===== src/logic/csf_pkg.sv =====
// constants, types and carriers of the cpu status flag logic
//
// Contract
// - arithmetic carry or borrow at bit 7 sets carry
// - rotate or shift loads carry with last out
// - set, clear and invert carry operations
// - arithmetic or logic zero result sets zero
// - bit test or shift zero result sets zero
// - sign flag copies result msb
// - overflow beyond +127 or -128 sets overflow
// - logic operations clear overflow
// - decimal flag records add or subtract, never condition
// - half carry from bit 3 or borrow bit 4
// - fast interrupt sets status, return clears it
// - status set blocks interrupts, selects fast return
// - bank select instructions clear or set bank bit
// - flags register bit order c z s v d h f b
// - only upper four flags serve as conditions
// - loads may write flags register directly
// - and updates zero, sign and overflow
// - register pairs even only, 0 to 254, 0 to 14
// - relative offset signed, added to next address
// - short index signed, long index unsigned 16 bit
`default_nettype none
package csf_pkg;

  // register location: printed offset is an index, byte address is four times it
  localparam logic [11:0] CSF_FLAGS_IDX  = 12'h0d5;
  localparam logic [11:0] CSF_FLAGS_ADDR = 12'h354;
  localparam logic [7:0]  CSF_FLAGS_RST  = 8'h00;

  // flag bit positions
  localparam int unsigned CSF_C   = 7;
  localparam int unsigned CSF_Z   = 6;
  localparam int unsigned CSF_S   = 5;
  localparam int unsigned CSF_V   = 4;
  localparam int unsigned CSF_D   = 3;
  localparam int unsigned CSF_H   = 2;
  localparam int unsigned CSF_FIS = 1;
  localparam int unsigned CSF_BA  = 0;

  // operation kinds presented by the decoder
  typedef enum logic [4:0] {
    OP_NONE, OP_ADD, OP_ADC, OP_SUB, OP_SBC, OP_CMP,
    OP_AND, OP_OR, OP_XOR, OP_TST, OP_TCM,
    OP_RL, OP_RLC, OP_RR, OP_RRC, OP_SRA, OP_SWAP,
    OP_SETC, OP_CLRC, OP_INVC, OP_SELLO, OP_SELHI,
    OP_FIRQ, OP_INTERRUPT_RETURN_OP
  } csf_op_t;

  // one operation from the execution datapath
  typedef struct packed {
    logic       valid;
    csf_op_t    op;
    logic [7:0] a;
    logic [7:0] b;
  } csf_req_t;

  // operand address calculation request
  typedef struct packed {
    logic [7:0]  pair_reg;
    logic [3:0]  work_pair;
    logic [7:0]  rel_off;
    logic [15:0] next_pc;
    logic [15:0] pair_val;
    logic [15:0] long_off;
  } csf_areq_t;

  // operand address calculation answer
  typedef struct packed {
    logic [15:0] rel_tgt;
    logic [15:0] short_tgt;
    logic [15:0] long_tgt;
    logic        pair_ok;
    logic        work_ok;
  } csf_arsp_t;

endpackage
`default_nettype wire


===== src/logic/csf_arith.sv =====
// eight bit adder and subtractor with carry, half carry and overflow
`timescale 1ns/10ps
`default_nettype none
module csf_arith
  import csf_pkg::*;
(
  // operands
  input  wire logic [7:0] a,
  input  wire logic [7:0] b,
  input  wire logic       cin,
  input  wire logic       sub,
  // results
  output logic      [7:0] res,
  output logic            cout,
  output logic            half,
  output logic            ovf
);
  logic [7:0] bx;   // b, inverted for subtraction
  logic       ci;   // carry into bit 0
  logic [8:0] s9;   // full sum
  logic [4:0] s5;   // low nibble sum

  // subtraction is a plus not b plus not borrow
  assign bx   = sub ? ~b : b;
  assign ci   = sub ? ~cin : cin;
  assign s9   = {1'b0, a} + {1'b0, bx} + {8'h00, ci};
  assign s5   = {1'b0, a[3:0]} + {1'b0, bx[3:0]} + {4'h0, ci};
  assign res  = s9[7:0];
  // carry out, or borrow into bit 7
  assign cout = sub ? ~s9[8] : s9[8];
  assign half = sub ? ~s5[4] : s5[4];
  // signed range left when operand signs agree but result differs
  assign ovf  = (a[7] == bx[7]) && (res[7] != a[7]);
endmodule // csf_arith
`default_nettype wire


===== src/logic/csf_addr_calc.sv =====
// operand address calculation for pair, relative and indexed modes
`timescale 1ns/10ps
`default_nettype none
module csf_addr_calc
  import csf_pkg::*;
(
  // clock and reset
  input  wire logic      core_clk,
  input  wire logic      nrst,
  // request and answer
  input  wire csf_areq_t areq,
  output csf_arsp_t      arsp
);
  logic [15:0] rel_sx;   // sign extended relative offset
  csf_arsp_t   next_rsp; // answer before the register

  assign rel_sx             = {{8{areq.rel_off[7]}}, areq.rel_off};
  assign next_rsp.rel_tgt   = areq.next_pc + rel_sx;
  assign next_rsp.short_tgt = areq.pair_val + rel_sx;
  assign next_rsp.long_tgt  = areq.pair_val + areq.long_off;
  assign next_rsp.pair_ok   = ~areq.pair_reg[0];
  assign next_rsp.work_ok   = ~areq.work_pair[0];

  // answers are registered one cycle after the request
  always_ff @(posedge core_clk or negedge nrst)
  begin
    if (!nrst)
      arsp <= '0;
    else
      arsp <= next_rsp;
  end
endmodule // csf_addr_calc
`default_nettype wire


===== src/logic/csf_status_flags.sv =====
// cpu status flag logic with its flags register on apb
//
// Added by the designer: the APB interface to the registers.
`timescale 1ns/10ps
`default_nettype none
module csf_status_flags
  import csf_pkg::*;
(
  // clock and reset
  input  wire logic        core_clk,
  input  wire logic        nrst,

  // apb slave
  input  wire logic        psel,
  input  wire logic        penable,
  input  wire logic        pwrite,
  input  wire logic [11:0] paddr,
  input  wire logic [31:0] pwdata,
  output logic      [31:0] prdata,
  output logic             pready,
  output logic             pslverr,

  // datapath operation
  input  wire csf_req_t    req,
  output logic      [7:0]  alu_result,

  // address calculation
  input  wire csf_areq_t   areq,
  output csf_arsp_t        arsp,

  // status toward the core
  output logic      [7:0]  flags,
  output logic      [3:0]  jump_flags,
  output logic             irq_block,
  output logic             fast_return
);

  // ---- arithmetic decode

  logic       op_sub;     // subtract class
  logic       op_arith;   // add or subtract class
  logic       op_cin;     // carry used by adc and sbc
  logic       op_logic;   // and, or, xor
  logic       op_test;    // bit test under mask
  logic       op_shift;   // rotate and shift class
  logic [7:0] ar_res;     // adder result
  logic       ar_c;       // adder carry or borrow
  logic       ar_h;       // adder half carry
  logic       ar_v;       // adder overflow

  assign op_sub   = (req.op == OP_SUB) || (req.op == OP_SBC)
                 || (req.op == OP_CMP);
  assign op_arith = op_sub || (req.op == OP_ADD)
                 || (req.op == OP_ADC);
  assign op_cin   = ((req.op == OP_ADC) || (req.op == OP_SBC))
                 && flags[CSF_C];
  assign op_logic = (req.op == OP_AND) || (req.op == OP_OR)
                 || (req.op == OP_XOR);
  assign op_test  = (req.op == OP_TST) || (req.op == OP_TCM);
  assign op_shift = (req.op == OP_RL) || (req.op == OP_RLC)
                 || (req.op == OP_RR) || (req.op == OP_RRC)
                 || (req.op == OP_SRA) || (req.op == OP_SWAP);

  // shared adder for every arithmetic kind
  csf_arith u_arith (
    .a    (req.a),
    .b    (req.b),
    .cin  (op_cin),
    .sub  (op_sub),
    .res  (ar_res),
    .cout (ar_c),
    .half (ar_h),
    .ovf  (ar_v)
  );

  // operand address unit
  csf_addr_calc u_addr (
    .core_clk (core_clk),
    .nrst     (nrst),
    .areq     (areq),
    .arsp     (arsp)
  );

  // ---- result and shifted-out bit

  logic [7:0] res;     // result of the current operation
  logic       sh_out;  // bit shifted out by a rotate or shift

  // result mux and the bit that leaves the operand
  always_comb
  begin
    res    = req.a;
    sh_out = flags[CSF_C];
    unique case (req.op)
      OP_ADD, OP_ADC, OP_SUB,
      OP_SBC, OP_CMP: res = ar_res;
      OP_AND:  res = req.a & req.b;
      OP_OR:   res = req.a | req.b;
      OP_XOR:  res = req.a ^ req.b;
      // test under mask, and its complement form
      OP_TST:  res = req.a & req.b;
      OP_TCM:  res = ~req.a & req.b;
      OP_RL:
      begin
        res    = {req.a[6:0], req.a[7]};
        sh_out = req.a[7];
      end
      OP_RLC:
      begin
        res    = {req.a[6:0], flags[CSF_C]};
        sh_out = req.a[7];
      end
      OP_RR:
      begin
        res    = {req.a[0], req.a[7:1]};
        sh_out = req.a[0];
      end
      OP_RRC:
      begin
        res    = {flags[CSF_C], req.a[7:1]};
        sh_out = req.a[0];
      end
      OP_SRA:
      begin
        res    = {req.a[7], req.a[7:1]};
        sh_out = req.a[0];
      end
      // nibble swap keeps carry as it was
      OP_SWAP: res = {req.a[3:0], req.a[7:4]};
      default: res = req.a;
    endcase
  end

  // ---- next flag values

  logic [7:0] next_flags;  // flags after the current operation
  logic       res_zero;    // result is all zero

  assign res_zero = (res == 8'h00);

  // flag update chosen by operation class
  always_comb
  begin
    next_flags = flags;
    if (op_arith)
    begin
      next_flags[CSF_C] = ar_c;
      next_flags[CSF_Z] = res_zero;
      next_flags[CSF_S] = res[7];
      next_flags[CSF_V] = ar_v;
      next_flags[CSF_D] = op_sub;
      next_flags[CSF_H] = ar_h;
    end
    else if (op_logic)
    begin
      // and, or, xor update zero, sign and overflow
      next_flags[CSF_Z] = res_zero;
      next_flags[CSF_S] = res[7];
      next_flags[CSF_V] = 1'b0;
    end
    else if (op_test)
    begin
      // bit tests behave as logic on the masked value
      next_flags[CSF_Z] = res_zero;
      next_flags[CSF_S] = res[7];
      next_flags[CSF_V] = 1'b0;
    end
    else if (op_shift)
    begin
      next_flags[CSF_C] = sh_out;
      next_flags[CSF_Z] = res_zero;
      next_flags[CSF_S] = res[7];
    end
    else
    begin
      unique case (req.op)
        OP_SETC:  next_flags[CSF_C]   = 1'b1;
        OP_CLRC:  next_flags[CSF_C]   = 1'b0;
        OP_INVC:  next_flags[CSF_C]   = ~flags[CSF_C];
        OP_SELLO: next_flags[CSF_BA]  = 1'b0;
        OP_SELHI: next_flags[CSF_BA]  = 1'b1;
        OP_FIRQ:  next_flags[CSF_FIS] = 1'b1;
        OP_INTERRUPT_RETURN_OP:  next_flags[CSF_FIS] = 1'b0;
        default:  next_flags = flags;
      endcase
    end
  end

  // ---- apb decode

  logic addr_hit;   // address selects the flags register
  logic acc;        // access phase
  logic wr_hit;     // write to the flags register
  logic op_go;      // an operation completes this cycle

  assign addr_hit = (paddr == CSF_FLAGS_ADDR);
  assign acc      = psel && penable;
  assign wr_hit   = acc && pwrite && addr_hit;
  assign op_go    = req.valid && (req.op != OP_NONE);

  // every access completes in its first access cycle
  assign pready  = 1'b1;
  // unmapped addresses answer with an error
  assign pslverr = acc && !addr_hit;
  // narrow register in the low bits, upper bits zero
  assign prdata  = addr_hit ? {24'h000000, flags} : 32'h00000000;

  // ---- flags register

  // operation wins when software writes in the same cycle
  always_ff @(posedge core_clk or negedge nrst)
  begin
    if (!nrst)
      flags <= CSF_FLAGS_RST;
    else if (op_go)
      flags <= next_flags;
    else if (wr_hit)
      flags <= pwdata[7:0];
  end

  // ---- result and fast return pulse

  always_ff @(posedge core_clk or negedge nrst)
  begin
    if (!nrst)
    begin
      alu_result  <= 8'h00;
      fast_return <= 1'b0;
    end
    else
    begin
      if (op_go)
        alu_result <= res;
      // return takes the fast path while status is set
      fast_return <= op_go && (req.op == OP_INTERRUPT_RETURN_OP)
                  && flags[CSF_FIS];
    end
  end

  // ---- status outputs

  // decimal and half carry never reach the jump logic
  assign jump_flags = flags[CSF_C:CSF_V];
  // fast interrupt status inhibits every interrupt
  assign irq_block  = flags[CSF_FIS];

  logic [8:0] chk_sum;   // reference sum for a plain add
  logic [4:0] chk_nib;   // reference low nibble sum
  logic       chk_ovf;   // reference signed overflow for a plain add

  assign chk_sum = {1'b0, req.a} + {1'b0, req.b};
  assign chk_nib = {1'b0, req.a[3:0]} + {1'b0, req.b[3:0]};
  // same operand signs and a result sign that differs leaves the range
  assign chk_ovf = (req.a[7] == req.b[7]) && (chk_sum[7] != req.a[7]);
endmodule // csf_status_flags
`default_nettype wire


===== config.mk =====
export PLATFORM = sky130hd
export DESIGN_NAME = csf_status_flags
export DESIGN_NICKNAME = d
export VERILOG_FILES = /design/src/logic/csf_pkg.sv /design/src/logic/csf_arith.sv /design/src/logic/csf_addr_calc.sv /design/src/logic/csf_status_flags.sv
export SDC_FILE = /design/constraint.sdc
export NUM_CORES = 1
export LEC_CHECK = 0
export ABC_AREA = 1
export BUFFER_PORTS_ARGS = -buffer_cell sky130_fd_sc_hd__buf_2
export CAP_MARGIN = 0
export CORE_UTILIZATION = 32
export CTS_CLUSTER_DIAMETER = 120
export DETAILED_ROUTE_END_ITERATION = 6
export SLEW_MARGIN = 20
export SYNTH_ARGS = -nofsm -noshare
export SYNTH_HDL_FRONTEND = slang
export SYNTH_HIERARCHICAL = 1
export SYNTH_SLANG_ARGS = --single-unit

===== constraint.sdc =====
create_clock -name core_clk -period 3.75 [get_ports core_clk]
set_clock_uncertainty 0.2 [all_clocks]
set_input_delay 0 -clock core_clk [delete_from_list [all_inputs] [get_ports core_clk]]
set_output_delay 0 -clock core_clk [all_outputs]
set_load 0.1 [all_outputs]

==> flow_summary.ini <==
[status]
status = complete, no violations

[worst_setup_path]
cp-start-kind = input pin
slowest_stage = dlygate4sd3_1
criticalPathCategory = in2reg
crit_buf_inv = 6
end_kind = flip-flop
slowest_delay_ps = 570
crit_chain = dlygate4sd3_1, buf_2, inv_2, nand2_1, inv_1, buf_4, xor2_1, ha_1, a21oi_1, nand2_2, nand2_2, nand2_2, xor2_2, nand2_1, nand3_1, nor2_2, o21ai_0, dlygate4sd3_1
arrival_ps = 3530
required_ps = 3770
crit_family = buffers and inverters
worst_path_most_repeated_cell = nand2_2
crit_fanout = 13

[routing]
drtIter0Drc = 300
drc = 0
viasPerCell = 4.44
wl_mm = 20.9
met3WireLength_mm = 1.11
wl_met1_mm = 9.44
wl_per_cell_um = 13.2
top_layer = met4
drtPass1Iterations = 5
wl_met2_mm = 10.0
vias = 7023
ant_nets = 0

[floorplanning]
dieArea_mm2 = 0.0217
die_y_um = 147
core_mm2 = 0.0205
ios = 245
die_w_um = 147
initial_utilization_pct = 33.0
rows = 52

[placed_design]
port_buffers = 185
place.gp.congestion = 0.910
dpl.hpwl_mm = 16.2

[pwr]
vdd_drop_max_v = 0.000339
power_density_mw_per_mm2 = 451
total_power_mw = 4.13
leakage_nw = 5.21

[logic_synthesis]
yosys.area.top_type_share_pct = 24.8
yosys_warnings = 6
yosysSeqAreaShare_pct = 24.8
synth.avg_cell_area_um2 = 6.61
synth_seq_cells = 67
synth_area_leaders = dfrtp_1 25%, nand2_1 19%, ha_1 11%, inv_1 8.6%, nand3_1 5.4%
syn_inst = 1022
yosys.cell_types.count = 42
synth_top_area_cell = dfrtp_1
syn_area_mm2 = 0.00675

[cts]
clk-insertion-delay-late_ps = 340
cts-root-buf = clkbuf_16
cts.sinks = 67
cts_tree = done
htree_levels = 3
cts_setup_buffers = 0
cts_buffers = 9
cts_max_path_buffers = 2
clk_pin_slew_ps = 60
cts_resized = 0
cts_hold_buffers = 99

[global_routing]
antenna_found_initial = 1
grt_pass1_wl_mm = 33.9
grt_overflow_total = 0
grt_max_degree = 68
grt_pass1_vias = 6690
grt_usage_pct = 19.7

[finish]
nNetsFinal = 1510
areaGrowthSynthToFinish_pct = 35.6
drive_gt1_share_pct = 21.7
fin_util_pct = 44.7

[timing]
fin_crit_sh_pct = 93.6
setup_viol = 0
rsz0062_at_grt = false
fmax_mhz = 285
finalHoldViolCount = 0
tightest_slew_ps = 926
max-slew-margin-rel_pct = 38.3
setup_tns_ps = 0
slew_viol_final = 0
min_period_ps = 3510

[run]
max_cap_violations = 0

[min_path]
hold_class = in2reg
==> tightest hold or removal path, stage by stage <==
cell	delay, ps
buf_2	100
ha_1	230
nand3_1	100
nand2_1	80
==> cell families after synthesis <==
kind of cell / count (synthesis) / share of synthesized area (%)
AO/OA/AOI/OAI: 73 / 5.97
XOR/XNOR: 40 / 5.30
flip-flops: 67 / 24.8
buffers and inverters: 205 / 13.3
adder cells (fa/ha/maj): 65 / 12.6
other: 2 / 0.111
AND/OR/NAND/NOR: 570 / 37.9
==> metal layers <==
layer	vias up	global-route usage, %
met2	177	33.8
met5	-	0
met4	0	5.62
met3	21	3.42
met1	3132	25.3
li1	3693	-
==> report_power, final <==
part	internal, mW	leakage (nW)	total (mW)	switching, mW
Sequential	0.856	0.797	0.909	0.0536
Clock	0.537	0.147	0.884	0.347
Combinational	0.497	4.26	2.34	1.84
Total	1.89	5.21	4.13	2.24
==> stage by stage <==
step	hold slack, ps	std cells	worst slack (ps)	area (um2)
floorplan	-496	1045	310	6840
global placement	-58.5	1466	548	7860
detailed placement	-54.9	1466	487	7860
CTS	3.35	1581	307	9160
global route	51.4	1581	45.7	9160
finish	6.11	1582	241	9160
==> flip-flops by register name, indices dropped and copies added, names as in the netlist <==
| signal | count |
|---|---|
| alu_result | 8 |
| u_addr/arsp | 50 |
| fast_return | 1 |
| flags | 8 |
==> cell usage after synthesis, drive strengths merged <==
library cell    n
o21a            1
nor4            3
conb            2
nand2         372
clkinv          1
nor2           85
and2            2
a211oi          1
clkbuf          2
fa              5
ha             60
a21oi          39
nand3b          9
o221ai          1
o21ai          24
buf            35
dfrtp          67
a31oi           1
xor2           34
o2111ai         1
nand4           6
xnor2           6
a21boi          1
nor3           11
o211ai          4
inv           167
nand3          76
or2             6
==> area by class of cell <==
| type | count | area [um2] |
|---|---|---|
| diodes | 1 | 2.50 |
| clock buffers | 11 | 243 |
| clock inverters | 5 | 60.1 |
| fillers | 2109 | 11300 |
| inverters | 168 | 631 |
| multi-input cells | 773 | 4270 |
| flip-flops and latches | 67 | 1680 |
| well taps | 270 | 338 |
| repair buffers | 287 | 1940 |
==> layout by cell type (no fill, tap or decap), drive strengths merged, types with 2 or more instances in the layout <==
cell type    Yosys  routed
xnor2            6       6
o21ai           24      24
buf             35     188
dfrtp           67      67
conb             2      25
dlygate4sd3      0      99
nand3           76      76
a21oi           39      39
nor4             3       3
nor3            11      11
nand3b           9       9
and2             2       2
nor2            85      85
ha              60      60
clkinv           1       2
xor2            34      34
clkbuf           2      11
or2              6       6
inv            167     169
o211ai           4       4
fa               5       5
nand2          372     372
nand4            6       6
==> path summary, 6_finish.rpt <==
kind	endpoint	from	depth (start not counted)	slack [ps]
max	alu_result[7]	req[20]	18	240
max in group asynchronous	alu_result[6]	nrst	2	2610
min reg2reg	alu_result[3]	alu_result[3]	2	280
max reg2reg	flags[6]	flags[7]	17	610
min in group asynchronous	u_addr/arsp[48]	nrst	2	130
min	u_addr/arsp[12]	areq[26]	4	6
No activity file was read; power rests on OpenSTA's default activity.
